$ cat src/shared/ssc_pkg.sv
// Constants and types shared by the serial port controller.
// Assumes a single core clock; no bus, all settings arrive as ports.
package ssc_pkg;
    localparam int unsigned FIFO_DEPTH  = 16;
    localparam int unsigned FIFO_WIDTH  = 32;
    localparam int unsigned FIFO_AW     = 4;
    localparam int unsigned SS_WIDE     = 4;
    localparam int unsigned DIV_WIDTH   = 8;
    localparam logic [7:0]  DIV_RESET   = 8'h00;
    localparam int unsigned IRQ_COUNT   = 8;
    localparam int unsigned IRQ_RX_FULL = 0;
    localparam int unsigned IRQ_RX_HALF = 1;
    localparam int unsigned IRQ_RX_NE   = 2;
    localparam int unsigned IRQ_TX_NF   = 3;
    localparam int unsigned IRQ_TX_HE   = 4;
    localparam int unsigned IRQ_TX_E    = 5;
    localparam int unsigned IRQ_ERR     = 6;
    localparam int unsigned IRQ_SS      = 7;

    typedef enum logic [1:0]
    {
        SSC_LEN_8,
        SSC_LEN_16,
        SSC_LEN_32,
        SSC_LEN_RSVD
    } ssc_len_t;

    function automatic logic [5:0] ssc_bits(input ssc_len_t len);
        unique case (len)
            SSC_LEN_8:  ssc_bits = 6'h08;
            SSC_LEN_16: ssc_bits = 6'h10;
            default:    ssc_bits = 6'h20;
        endcase
    endfunction
endpackage

$ cat src/ssc_ctrl.sv
// Serial port controller: master or slave, 8/16/32 bit words, MSB first, mode 0.
// Assumes pins arrive unsynchronised and software settings are on core_clk.
`timescale 1ns/1ps
`default_nettype none
module ssc_ctrl
    import ssc_pkg::*;
#(
    parameter int unsigned SS_COUNT = ssc_pkg::SS_WIDE
) (
    // Clock and reset
    input  wire logic                          core_clk,
    input  wire logic                          arst_n,
    // Configuration
    input  wire logic                          cfg_enable,
    input  wire logic                          cfg_master,
    input  wire ssc_pkg::ssc_len_t             cfg_len,
    input  wire logic [ssc_pkg::DIV_WIDTH-1:0] cfg_div,
    input  wire logic [SS_COUNT-1:0]           cfg_ss_sel,
    input  wire logic [ssc_pkg::IRQ_COUNT-1:0] irq_enable,
    // Transmit words
    input  wire logic                          tx_valid,
    output logic                               tx_ready,
    input  wire logic [31:0]                   tx_data,
    // Receive words
    output logic                               rx_valid,
    input  wire logic                          rx_ready,
    output logic [31:0]                        rx_data,
    // Status
    output logic [ssc_pkg::IRQ_COUNT-1:0]      irq_status,
    output logic                               irq_req,
    // Serial pins
    output logic                               sclk_o,
    output logic                               sclk_oe_n,
    input  wire logic                          sclk_i,
    output logic                               mosi_o,
    output logic                               mosi_oe_n,
    input  wire logic                          mosi_i,
    input  wire logic                          miso_i,
    output logic                               miso_o,
    output logic                               miso_oe_n,
    output logic [SS_COUNT-1:0]                ss_out_n,
    input  wire logic                          ss_in_n
);
    import ssc_pkg::*;

    typedef enum logic [1:0] {ST_IDLE, ST_LOW, ST_HIGH} ssc_state_t;

    logic                  sclk_m1, sclk_s, sclk_sd;
    logic                  mosi_m1, mosi_s;
    logic                  miso_m1, miso_s;
    logic                  ss_m1, ss_s, ss_sd;
    ssc_state_t            st_q;
    logic [DIV_WIDTH-1:0]  div_q;
    logic                  tick;
    logic [31:0]           sh_q;
    logic [5:0]            cnt_q;
    logic [5:0]            nbits;
    logic                  rx_push;
    logic                  rx_in_ready;
    logic [31:0]           rx_word_q;
    logic                  tx_pop;
    logic                  tx_valid_f;
    logic [31:0]           tx_word;
    logic [31:0]           tx_data_f;
    logic [FIFO_AW:0]      rx_lvl, tx_lvl;
    logic                  err_ev;
    logic                  s_rise, s_fall;
    logic                  sin;
    logic [IRQ_COUNT-1:0]  ev;

    // Pin inputs pass two flip-flops before any use.
    always_ff @(posedge core_clk or negedge arst_n)
    begin
        if (!arst_n)
        begin
            {sclk_m1, sclk_s, sclk_sd} <= 3'h0;
            {mosi_m1, mosi_s}          <= 2'h0;
            {miso_m1, miso_s}          <= 2'h0;
            {ss_m1, ss_s, ss_sd}       <= 3'h7;
        end
        else
        begin
            sclk_m1 <= sclk_i;
            sclk_s  <= sclk_m1;
            sclk_sd <= sclk_s;
            mosi_m1 <= mosi_i;
            mosi_s  <= mosi_m1;
            miso_m1 <= miso_i;
            miso_s  <= miso_m1;
            ss_m1   <= ss_in_n;
            ss_s    <= ss_m1;
            ss_sd   <= ss_s;
        end
    end

    assign nbits  = ssc_bits(cfg_len);
    assign s_rise = sclk_s && !sclk_sd;
    assign s_fall = !sclk_s && sclk_sd;
    assign sin    = cfg_master ? miso_s : mosi_s;

    // Half-period enable: div+1 core cycles per half period.
    always_ff @(posedge core_clk or negedge arst_n)
    begin
        if (!arst_n)
            div_q <= DIV_RESET;
        else if (st_q == ST_IDLE || div_q == cfg_div)
            div_q <= DIV_RESET;
        else
            div_q <= div_q + 1'b1;
    end
    assign tick = (st_q != ST_IDLE) && (div_q == cfg_div);

    assign tx_word = tx_valid_f ? tx_data_f : 32'h0;

    // Shift engine, mode 0, MSB first, left-aligned in the shift register.
    always_ff @(posedge core_clk or negedge arst_n)
    begin
        if (!arst_n)
        begin
            st_q      <= ST_IDLE;
            sh_q      <= 32'h0;
            cnt_q     <= 6'h00;
            rx_word_q <= 32'h0;
        end
        else if (!cfg_enable)
            st_q <= ST_IDLE;
        else if (cfg_master)
        begin
            unique case (st_q)
                ST_IDLE:
                    if (tx_valid_f && rx_in_ready)
                    begin
                        sh_q      <= tx_word << (6'h20 - nbits);
                        cnt_q     <= 6'h00;
                        rx_word_q <= 32'h0;
                        st_q      <= ST_LOW;
                    end
                ST_LOW:
                    if (tick)
                        st_q <= ST_HIGH;
                // The input bit is taken at the end of the high phase, so the
                // output register and the two-flop synchroniser fit inside one
                // full period; a divider of zero leaves too little time for that.
                ST_HIGH:
                    if (tick)
                    begin
                        rx_word_q <= {rx_word_q[30:0], miso_s};
                        sh_q  <= {sh_q[30:0], 1'b0};
                        cnt_q <= cnt_q + 1'b1;
                        st_q  <= (cnt_q + 1'b1 == nbits) ? ST_IDLE : ST_LOW;
                    end
                default:
                    st_q <= ST_IDLE;
            endcase
        end
        else
        begin
            st_q <= ST_IDLE;
            if (ss_s)
            begin
                cnt_q     <= 6'h00;
                rx_word_q <= 32'h0;
            end
            else if (s_rise)
                rx_word_q <= {rx_word_q[30:0], sin};
            else if (s_fall)
            begin
                if (cnt_q + 1'b1 == nbits)
                    rx_word_q <= 32'h0;
                sh_q  <= {sh_q[30:0], 1'b0};
                cnt_q <= (cnt_q + 1'b1 == nbits) ? 6'h00 : cnt_q + 1'b1;
            end
            if (ss_s || (s_fall && cnt_q + 1'b1 == nbits))
                sh_q <= tx_word << (6'h20 - nbits);
        end
    end

    assign rx_push = cfg_master ? (st_q == ST_HIGH && tick && cnt_q + 1'b1 == nbits)
                                : (!ss_s && s_fall && cnt_q + 1'b1 == nbits);
    assign tx_pop  = tx_valid_f && (cfg_master ? (st_q == ST_IDLE && rx_in_ready && cfg_enable)
                                               : (!ss_s && s_fall && cnt_q + 1'b1 == nbits));
    // Error: receive overflow, or a slave frame cut off mid-word.
    assign err_ev  = (rx_push && !rx_in_ready)
                   || (!cfg_master && ss_s && !ss_sd && cnt_q != 6'h00);

    ssc_fifo #(.WIDTH(FIFO_WIDTH), .DEPTH(FIFO_DEPTH), .AW(FIFO_AW)) u_tx_fifo (
        .core_clk  (core_clk),
        .arst_n    (arst_n),
        .in_valid  (tx_valid),
        .in_ready  (tx_ready),
        .in_data   (tx_data),
        .out_valid (tx_valid_f),
        .out_ready (tx_pop),
        .out_data  (tx_data_f),
        .level     (tx_lvl)
    );

    ssc_fifo #(.WIDTH(FIFO_WIDTH), .DEPTH(FIFO_DEPTH), .AW(FIFO_AW)) u_rx_fifo (
        .core_clk  (core_clk),
        .arst_n    (arst_n),
        .in_valid  (rx_push),
        .in_ready  (rx_in_ready),
        .in_data   (cfg_master ? {rx_word_q[30:0], miso_s} : rx_word_q),
        .out_valid (rx_valid),
        .out_ready (rx_ready),
        .out_data  (rx_data),
        .level     (rx_lvl)
    );

    // Pin drive; enables low while driving.
    always_ff @(posedge core_clk or negedge arst_n)
    begin
        if (!arst_n)
        begin
            sclk_o    <= 1'b0;
            sclk_oe_n <= 1'b1;
            mosi_o    <= 1'b0;
            mosi_oe_n <= 1'b1;
            miso_o    <= 1'b0;
            miso_oe_n <= 1'b1;
            ss_out_n  <= '1;
        end
        else
        begin
            sclk_o    <= (st_q == ST_HIGH);
            sclk_oe_n <= !(cfg_enable && cfg_master);
            mosi_o    <= sh_q[31];
            mosi_oe_n <= !(cfg_enable && cfg_master);
            miso_o    <= sh_q[31];
            miso_oe_n <= !(cfg_enable && !cfg_master && !ss_s);
            ss_out_n  <= (cfg_enable && cfg_master && st_q != ST_IDLE) ? ~cfg_ss_sel : '1;
        end
    end

    assign ev[IRQ_RX_FULL] = (rx_lvl == (FIFO_AW+1)'(FIFO_DEPTH));
    assign ev[IRQ_RX_HALF] = (rx_lvl >= (FIFO_AW+1)'(FIFO_DEPTH/2));
    assign ev[IRQ_RX_NE]   = rx_valid;
    assign ev[IRQ_TX_NF]   = tx_ready;
    assign ev[IRQ_TX_HE]   = (tx_lvl <= (FIFO_AW+1)'(FIFO_DEPTH/2));
    assign ev[IRQ_TX_E]    = !tx_valid_f;
    assign ev[IRQ_ERR]     = err_ev;
    assign ev[IRQ_SS]      = !ss_s && ss_sd;

    always_ff @(posedge core_clk or negedge arst_n)
    begin
        if (!arst_n)
        begin
            irq_status <= '0;
            irq_req    <= 1'b0;
        end
        else
        begin
            irq_status <= ev;
            irq_req    <= |(ev & irq_enable);
        end
    end

    sclk_rate_a: assert property (@(posedge core_clk) disable iff (!arst_n)
        (st_q == ST_LOW && $past(st_q) == ST_HIGH) |-> $past(tick))
        else $error("clock phase moved without divider tick");
    miso_hiz_a: assert property (@(posedge core_clk) disable iff (!arst_n)
        $past(ss_s) |-> miso_oe_n)
        else $error("miso driven while unselected");
    irq_gate_a: assert property (@(posedge core_clk) disable iff (!arst_n)
        irq_req == |($past(ev) & $past(irq_enable)))
        else $error("interrupt request mismatch");
    ss_idle_a: assert property (@(posedge core_clk) disable iff (!arst_n)
        $past(st_q) == ST_IDLE |-> ss_out_n == '1)
        else $error("select active while idle");
    sclk_role_a: assert property (@(posedge core_clk) disable iff (!arst_n)
        $past(!cfg_master) |-> sclk_oe_n)
        else $error("slave drove clock");
    bit_count_a: assert property (@(posedge core_clk) disable iff (!arst_n)
        cnt_q <= 6'h20)
        else $error("bit count above word length");
    ss_event_a: assert property (@(posedge core_clk) disable iff (!arst_n)
        (!ss_s && ss_sd) |=> irq_status[IRQ_SS])
        else $error("select event missed");
    tx_empty_a: assert property (@(posedge core_clk) disable iff (!arst_n)
        (tx_lvl == '0) |=> irq_status[IRQ_TX_E])
        else $error("tx empty event missed");
endmodule
`default_nettype wire

$ cat src/ssc_fifo.sv
// Synchronous word FIFO with valid/ready on both sides and a fill level.
// Assumes one clock shared by writer and reader.
`timescale 1ns/1ps
`default_nettype none
module ssc_fifo #(
    parameter int unsigned WIDTH = 32,
    parameter int unsigned DEPTH = 16,
    parameter int unsigned AW    = 4
) (
    // Clock and reset
    input  wire logic             core_clk,
    input  wire logic             arst_n,
    // Fill side
    input  wire logic             in_valid,
    output logic                  in_ready,
    input  wire logic [WIDTH-1:0] in_data,
    // Drain side
    output logic                  out_valid,
    input  wire logic             out_ready,
    output logic [WIDTH-1:0]      out_data,
    // Level
    output logic [AW:0]           level
);
    logic [WIDTH-1:0] mem_q [DEPTH];
    logic [AW-1:0]    wr_q;
    logic [AW-1:0]    rd_q;
    logic [AW:0]      cnt_q;
    logic             push;
    logic             pop;

    assign in_ready  = (cnt_q < (AW+1)'(DEPTH));
    assign out_valid = (cnt_q != '0);
    assign push      = in_valid && in_ready;
    assign pop       = out_valid && out_ready;
    assign out_data  = mem_q[rd_q];
    assign level     = cnt_q;

    always_ff @(posedge core_clk)
    begin
        if (push)
            mem_q[wr_q] <= in_data;
    end

    always_ff @(posedge core_clk or negedge arst_n)
    begin
        if (!arst_n)
        begin
            wr_q  <= '0;
            rd_q  <= '0;
            cnt_q <= '0;
        end
        else
        begin
            if (push)
                wr_q <= wr_q + 1'b1;
            if (pop)
                rd_q <= rd_q + 1'b1;
            if (push && !pop)
                cnt_q <= cnt_q + 1'b1;
            else if (pop && !push)
                cnt_q <= cnt_q - 1'b1;
        end
    end

    fifo_bound_a: assert property (@(posedge core_clk) disable iff (!arst_n)
        cnt_q <= (AW+1)'(DEPTH))
        else $error("fifo level above depth");
endmodule
`default_nettype wire
$ cat config.mk
export PLATFORM = sky130hd
export DESIGN_NAME = ssc_ctrl
export DESIGN_NICKNAME = d
export VERILOG_FILES = /design/src/shared/ssc_pkg.sv /design/src/ssc_ctrl.sv /design/src/ssc_fifo.sv
export SDC_FILE = /design/constraint.sdc
export NUM_CORES = 1
export LEC_CHECK = 0
export BUFFER_PORTS_ARGS = -buffer_cell sky130_fd_sc_hd__buf_4
export CAP_MARGIN = 20
export CORE_ASPECT_RATIO = 0.9
export CORE_MARGIN = 10
export CORE_UTILIZATION = 30
export CTS_CLUSTER_DIAMETER = 100
export CTS_CLUSTER_SIZE = 40
export DETAILED_ROUTE_END_ITERATION = 8
export MAX_ROUTING_LAYER = met4
export PLACE_DENSITY_LB_ADDON = 0.2
export SETUP_SLACK_MARGIN = 0.1
export SLEW_MARGIN = 5
export SYNTH_ARGS = -nofsm -noshare
export SYNTH_HDL_FRONTEND = slang
export SYNTH_SLANG_ARGS = --single-unit
export TNS_END_PERCENT = 100
$ cat constraint.sdc
create_clock -name core_clk -period 4.3 [get_ports core_clk]
set_input_delay 0.215 -clock core_clk [delete_from_list [all_inputs] [get_ports core_clk]]
set_output_delay 0.215 -clock core_clk [all_outputs]
set_load 0.02 [all_outputs]
Word-level counts from Yosys, hierarchy flattened

Memories as Yosys holds them, arrays and structs flattened.
Index checks and enable logic that the tools add are counted.

Flip-flop bits (word level): 133
Bits in writable memories: 1,024
Bits of input ports: 64
Output and inout bits: 53
Word-level logic and storage cells: 171
Memories: 2

Add/subtract/negate cells: 11
$lt $le $gt $ge: 4
Eq/ne operators: 15
Shift operators: 1
Mux-type cells: 46
Bitwise gates (word level): 2
Reductions and logical operators: 62

Memories:

| name            | words | width | rd ports | clocked after Yosys merged registers in | write ports | line           | source |
|---|---|---|---|---|---|---|---|
| u_rx_fifo.mem_q | 16    | 32    | 1        | 0                                       | 1           | ssc_fifo.sv:24 | `logic [WIDTH-1:0] mem_q [DEPTH];` |
| u_tx_fifo.mem_q | 16    | 32    | 1        | 0                                       | 1           | ssc_fifo.sv:24 |  |

Operator list:

| operator                                               | number |
|---|---|
| 2-to-1 mux 32 bit                                      | 16 |
| one-hot mux 32 bit (2 select lines)                    | 2 |
| 2-to-1 mux 6 bit                                       | 7 |
| left shift 32 x 6 -> 32 bit                            | 1 |
| logical AND 1 bit                                      | 29 |
| one-hot mux 6 bit (2 select lines)                     | 2 |
| 2-to-1 mux 5 bit                                       | 4 |
| adder 4 x 1 -> 4 bit (second input constant)           | 4 |
| logical NOT 1 bit                                      | 13 |
| AND reduction 6 bit                                    | 2 |
| adder 5 x 1 -> 5 bit (second input constant)           | 2 |
| < comparator 5 bit (second input constant)             | 2 |
| 2-to-1 mux 2 bit                                       | 5 |
| nonzero test 5 bit                                     | 2 |
| subtractor 5 x 1 -> 5 bit (second input constant)      | 2 |
| inequality test 3 x 2 -> 1 bit (second input constant) | 3 |
| adder 8 x 1 -> 8 bit (second input constant)           | 1 |
| bitwise AND 8 bit                                      | 1 |
| == test 8 bit                                          | 1 |
| 2-to-1 mux 8 bit                                       | 1 |
| inequality test 4 bit (second input constant)          | 2 |
| nonzero test 4 bit                                     | 2 |
| OR reduction 8 bit                                     | 1 |
| 2-to-1 mux 1 bit                                       | 7 |
| other kinds (21)                                       | 29 |

Longest topological paths before layout

Depth in word-level cells: 10
Gate-level depth with buffers: 19
Depth with buffers taken out: 17

Modules after synthesis

Synthesis repeated with hierarchy kept, for this count alone.

Cells, all modules: 2,576
Area total of the unflattened synthesis: 46,345.7 um2

Modules (own cells, without submodules):

| module   | instances | cells an instance | area an instance (um2) | sequential area each (um2) |
|---|---|---|---|---|
| ssc_fifo | 2         | 1,005             | 20,419.6               | 15,700.1 |
| ssc_ctrl | 1         | 566               | 5,506.5                | 2,688.8 |

Worst setup path after synthesis

Ideal clock, no wire load.

Path kind: input to register
From: input port cfg_len[1]
To: memory u_rx_fifo.mem_q[4][0] (enable)
Library setup time: 461 ps
Arrival: 4,582 ps
Required time: 3,839 ps
Slack: -743 ps
Stages on the path: 12
Path buffers: 2
Cells stage by stage: nor2_1 -> inv_1 -> clkbuf_1 -> ha_1 -> xor2_1 -> nand3_1 -> or2_1 -> a21o_1 -> buf_2 -> a211oi_4 -> nand2_1 -> nor3_1

Longest elaborated chain between the ends: 8
Elaborated cells between the ends (all ways): 10
Those cells by class: eq/ne (2); mux (4); reduce/logical (4)

RTL lines:

| element                                                            | line                             | source |
|---|---|---|
| start: declaration                                                 | ssc_ctrl.sv:16                   | `input wire ssc_pkg::ssc_len_t cfg_len,` |
| == test 2 x 1 -> 1 bit / logical NOT 2 bit (equally long branches) | ssc_pkg.sv:29                    | `unique case (len)` |
| one-hot mux 6 bit (2 select lines) (*)                             | ssc_pkg.sv:29                    |  |
| == test 6 bit (*)                                                  | ssc_ctrl.sv:178, ssc_ctrl.sv:179 |  |
| logical AND 1 bit (on tied branches)                               | ssc_ctrl.sv:179, ssc_ctrl.sv:178 |  |
| 2-to-1 mux 1 bit (*)                                               | ssc_ctrl.sv:178                  | `assign rx_push = cfg_master ? (st_q == ST_HIGH && tick && cnt_q + 1'b1 == nbits)` |
| logical AND 1 bit (*)                                              | ssc_fifo.sv:33                   | `assign push = in_valid && in_ready;` |
| via u_rx_fifo.push                                                 | ssc_fifo.sv:28                   | `logic push;` |
| 2-to-1 mux 1 bit (*)                                               | ssc_fifo.sv:40                   | `if (push)` |
| 2-to-1 mux 1 bit (not written as such) (*)                         | ssc_fifo.sv:41                   | `mem_q[wr_q] <= in_data;` |
| end: declaration                                                   | ssc_fifo.sv:24                   |  |

The timed path passes the listed nets; every way through them passes the cells marked *.

Worst setup path in the final report

From: register cnt_q[5]
To: register u_tx_fifo.cnt_q[4] (netlist: u_tx_fifo.level[4])

Longest elaborated chain between the ends: 9
Elaborated cells between the ends (all ways): 11
Those cells by class: add/sub (1); eq/ne (1); mux (2); reduce/logical (7)

RTL lines:

| element                                                       | line            | source |
|---|---|---|
| start: declaration                                            | ssc_ctrl.sv:56  | `logic [5:0] cnt_q;` |
| start signal: assignment                                      | ssc_ctrl.sv:149 | `cnt_q <= cnt_q + 1'b1;` |
| start signal: assignment                                      | ssc_ctrl.sv:171 | `cnt_q <= (cnt_q + 1'b1 == nbits) ? 6'h00 : cnt_q + 1'b1;` |
| adder 6 x 1 -> 6 bit (*)                                      | ssc_ctrl.sv:181 | `: (!ss_s && s_fall && cnt_q + 1'b1 == nbits));` |
| == test 6 bit (*)                                             | ssc_ctrl.sv:181 |  |
| logical AND 1 bit (*)                                         | ssc_ctrl.sv:181 |  |
| 2-to-1 mux 1 bit (*)                                          | ssc_ctrl.sv:180 | `assign tx_pop = tx_valid_f && (cfg_master ? (st_q == ST_IDLE && rx_in_ready && cfg_enable)` |
| logical AND 1 bit (*)                                         | ssc_ctrl.sv:180 |  |
| logical AND 1 bit (*)                                         | ssc_fifo.sv:34  | `assign pop = out_valid && out_ready;` |
| logical NOT 1 bit                                             | ssc_fifo.sv:58  | `if (push && !pop)` |
| logical AND 1 bit                                             | ssc_fifo.sv:58  |  |
| 2-to-1 mux 5 bit / nonzero test 2 bit (equally long branches) | -               |  |
| end signal: assignment                                        | ssc_fifo.sv:59  | `cnt_q <= cnt_q + 1'b1;` |
| end signal: assignment                                        | ssc_fifo.sv:61  | `cnt_q <= cnt_q - 1'b1;` |
| end: declaration                                              | ssc_fifo.sv:27  | `logic [AW:0] cnt_q;` |

Mark *: on every way between the ends. The rest lies on a longest branch, timed or not.
A chain may end at the register's enable or synchronous reset.

==> impl_results.md <==
* Outcome: completed
* Synth Register Bits at 1157
* Clock root cell: clkbuf_16
* Chip height at 391 um
* Vias at 22600
* Seq/Total Area, Yosys at 0.745
* Synth top area share at 0.672
* Worst Path Class, Setup: reg2reg
* Layout cell share with drive strength beyond 1 at 0.245
* CP startpoint: cnt_q[5]$_DFFE_PN0P_
* Worst setup EP type: flop
* Netlist cell types at 74
* CTS clk-pin slew, worst paths at 130 ps
* Reg2Reg Setup Slack at 750 ps
* Top cells by count, synth: edfxtp_1 (1024), mux4_2 (240), dfrtp_1 (124)
* Leakage at 16.9 nW
* Most used DFF post-synth: edfxtp_1
* Multi-input gate area at 0.0112 mm2
* Synth-to-Final Area Change at 12.8%
* Cell area after layout at 0.0516 mm2
* Clk_skew at 114 ps
* Slack of the critical path at 747 ps
* CTS tree: built
* Total power at 28.1 mW
* Synth warn at 0
* Initial DRC Count at 2251
* Async set or reset register ratio after synthesis at 0.115
* Hold Fails Final Rpt at 0
* Min-Delay Path Class: in2async
* EDFF count, synth at 1024
* Die X at 432 um
* Latest clock arrival within the worst-skew pair at 710 ps
* Residual DRC at 0
* CP Launch Type: flop
* CTS Buffer Depth at 3
* Yosys top cell by area: edfxtp_1
* RSZ-0062 raised after global routing: false
* Syn_area_per_cell at 19.8 um2
* Largest net degree at the start of global routing at 72
* FF-to-FF Start: cnt_q[5]$_DFFE_PN0P_
* Number of H-tree levels at 2
* Fin crit share at 0.826
* Hold buffer count at CTS at 46
* Core Area at 0.151 mm2
* Syn_nets at 2409
* CP Data Arrival Time at 4110 ps
* Placed Area at 0.0496 mm2
* Final ANT Viol Nets at 0
* Cts repair resizes at 0
* Syn Inst Count at 2318
* CP required at 4860 ps
* Routability cong. at 0.811
* Max-cap violations at 0
* RR Endpoint: u_tx_fifo.level[4]$_DFFE_PN0P_
* Fin. max-slew vios at 0
* Starting Density at 0.303
* Crit path to: u_tx_fifo.level[4]$_DFFE_PN0P_
* Initial antenna violation count at 8
* Final worst path period need at 3550 ps
* Post-Syn Area at 0.0458 mm2
* Detailed placement HPWL at 68500 um
* Overall routing resource usage at 0.137
* Total grt overflow at 0
* FF/Latch Area at 0.0341 mm2
* Slew @ Worst Pin at 1010 ps
* Max Fclk at 281 MHz
* Cts bufs inserted at 42
* Power per cell area at 545 mW/mm2
* Pre-CTS WS at 447 ps
* Top post-synthesis cells by area: edfxtp_1 (67%), mux4_2 (12%), dfrtp_1 (6.8%)
* Final setup viols at 0
* # nets final at 2572
* DIE AREA at 0.169 mm2
* I/O pin count at 117
* Worst reg2reg path depth at 15
* PortBufs at 116
* Postcts setup bufs at 0
* Final Routed Wirelength at 114000 um
* Hold_ws at 108 ps
* Via density at 5.02
* Most frequent cell after synthesis: edfxtp_1
* Global-route wire length before repair at 167000 um
* # rows at 135
* Fillers at 14100
* Slew Limit Headroom at 0.324
* Drt first pass iters at 5
* CP Max Fanout at 9
* Wire length per cell at 25.4 um
* Sink Count at 1157
* Worst vdd ir at 408 uV
* Vias in the first global route at 23200
worst max-delay path: stages (launching register included):
cell     delay (ps)
dfrtp_1         460
xor2_1          280
nor2_1           80
a32oi_1         350
a21o_1          420
o22ai_1         180
buf_4           180
nand2_1         120
ha_1            250
inv_1           110
ha_1            330
a21o_1          200
a21oi_1         180
xnor2_1         130
nor2_1           70
xnor2_1         120
flip-flops by register name, summed over array words and instances, names as in the netlist, 2 cells and up:
signal,cells
u_rx_fifo.level,5
u_tx_fifo.rd_q,4
u_rx_fifo.wr_q,4
u_tx_fifo.level,5
rx_word_q,32
st_q,2
div_q,8
irq_status,8
u_tx_fifo.wr_q,4
u_tx_fifo.mem_q,512
ss_out_n,4
cnt_q,6
u_rx_fifo.mem_q,512
sh_q,32
u_rx_fifo.rd_q,4
cell type report:
cell class,count,share of cell area
Clock buffer,47,0.0207
Tap cell,1986,0.0481
Inverter,34,0.00250
Multi-Input combinational cell,997,0.216
Clock inverter,26,0.00948
Timing Repair Buffer,249,0.0419
Sequential cell,1157,0.661
Antenna cell,10,0.000485
through the flow:
| step | util | TNS [ps] | cells |
|---|---|---|---|
| 4_1_cts | 0.342 | 0 | 4496 |
| 3_5_place_dp | 0.328 | 0 | 4377 |
| 2_1_floorplan | - | -95080 | 2318 |
| 3_3_place_gp | 0.328 | 0 | 4377 |
| 5_1_grt | 0.342 | 0 | 4503 |
| 6_report | 0.342 | 0 | 4506 |
power breakdown:
part           internal, mW  switching [mW]  leakage [nW]
Combinational          3.87            5.08          5.12
Clock                  2.13            3.67         0.734
Sequential             12.7           0.645          11.0
Total                  18.7            9.39          16.9
layout by cell type, fill, tap and decap left out, types with 6 or more instances in the layout:
master | Yosys | layout
mux4_2 | 240 | 240
nor2_4 | 0 | 16
dfrtp_1 | 124 | 117
nand4_1 | 6 | 6
o22ai_1 | 6 | 6
a22o_1 | 41 | 41
mux2_2 | 41 | 41
ha_1 | 25 | 25
mux2i_1 | 108 | 108
a221oi_1 | 42 | 42
nand3_1 | 42 | 42
nor2_1 | 67 | 51
clkinv_16 | 0 | 8
diode_2 | 0 | 10
dfstp_2 | 9 | 9
and2_2 | 0 | 9
xnor2_1 | 28 | 28
and3_1 | 6 | 6
a22oi_1 | 27 | 27
nor3_1 | 17 | 9
edfxtp_1 | 1024 | 1024
buf_4 | 16 | 188
a31oi_1 | 8 | 8
clkbuf_16 | 0 | 42
o21ai_0 | 38 | 38
a21oi_1 | 39 | 39
nand2b_1 | 6 | 6
a221o_1 | 13 | 13
xor2_1 | 12 | 12
nand2_1 | 79 | 79
a21o_1 | 10 | 10
inv_1 | 31 | 31
buf_12 | 0 | 14
dlygate4sd3_1 | 0 | 46
or3_1 | 8 | 8
nor3_2 | 0 | 8
o211ai_1 | 10 | 10
worst min path at each step:
| stage | end | slack, ps | cells after the start |
|---|---|---|---|
| after global routing | irq_status[0]$_DFF_PN0_ | 160 | 2 |
| after global placement | irq_status[5]$_DFF_PN0_ | 300 | 1 |
| after floorplan | cnt_q[0]$_DFFE_PN0P_ | -80 | 0 |
| after detailed placement | irq_req$_DFF_PN0_ | 300 | 1 |
| final | irq_status[0]$_DFF_PN0_ | 110 | 2 |
| after CTS | sh_q[12]$_DFFE_PN0P_ | 80 | 2 |
layer usage:
layer  GRT usage  part of all wire
met5           -                 0
met4      0.0330             0.020
met3      0.0196             0.042
met2       0.212              0.47
met1       0.190              0.47
cell families after synthesis:
logic type / after synthesis / share of synthesized area
compound gates: 270 / 0.0443
simple gates: 270 / 0.0278
xor+xnor: 40 / 0.00765
mux: 390 / 0.152
buf+inv: 164 / 0.0159
flops: 1157 / 0.745
fa+ha+maj: 27 / 0.00771
Note: power is estimated with default switching activity, not from simulation.
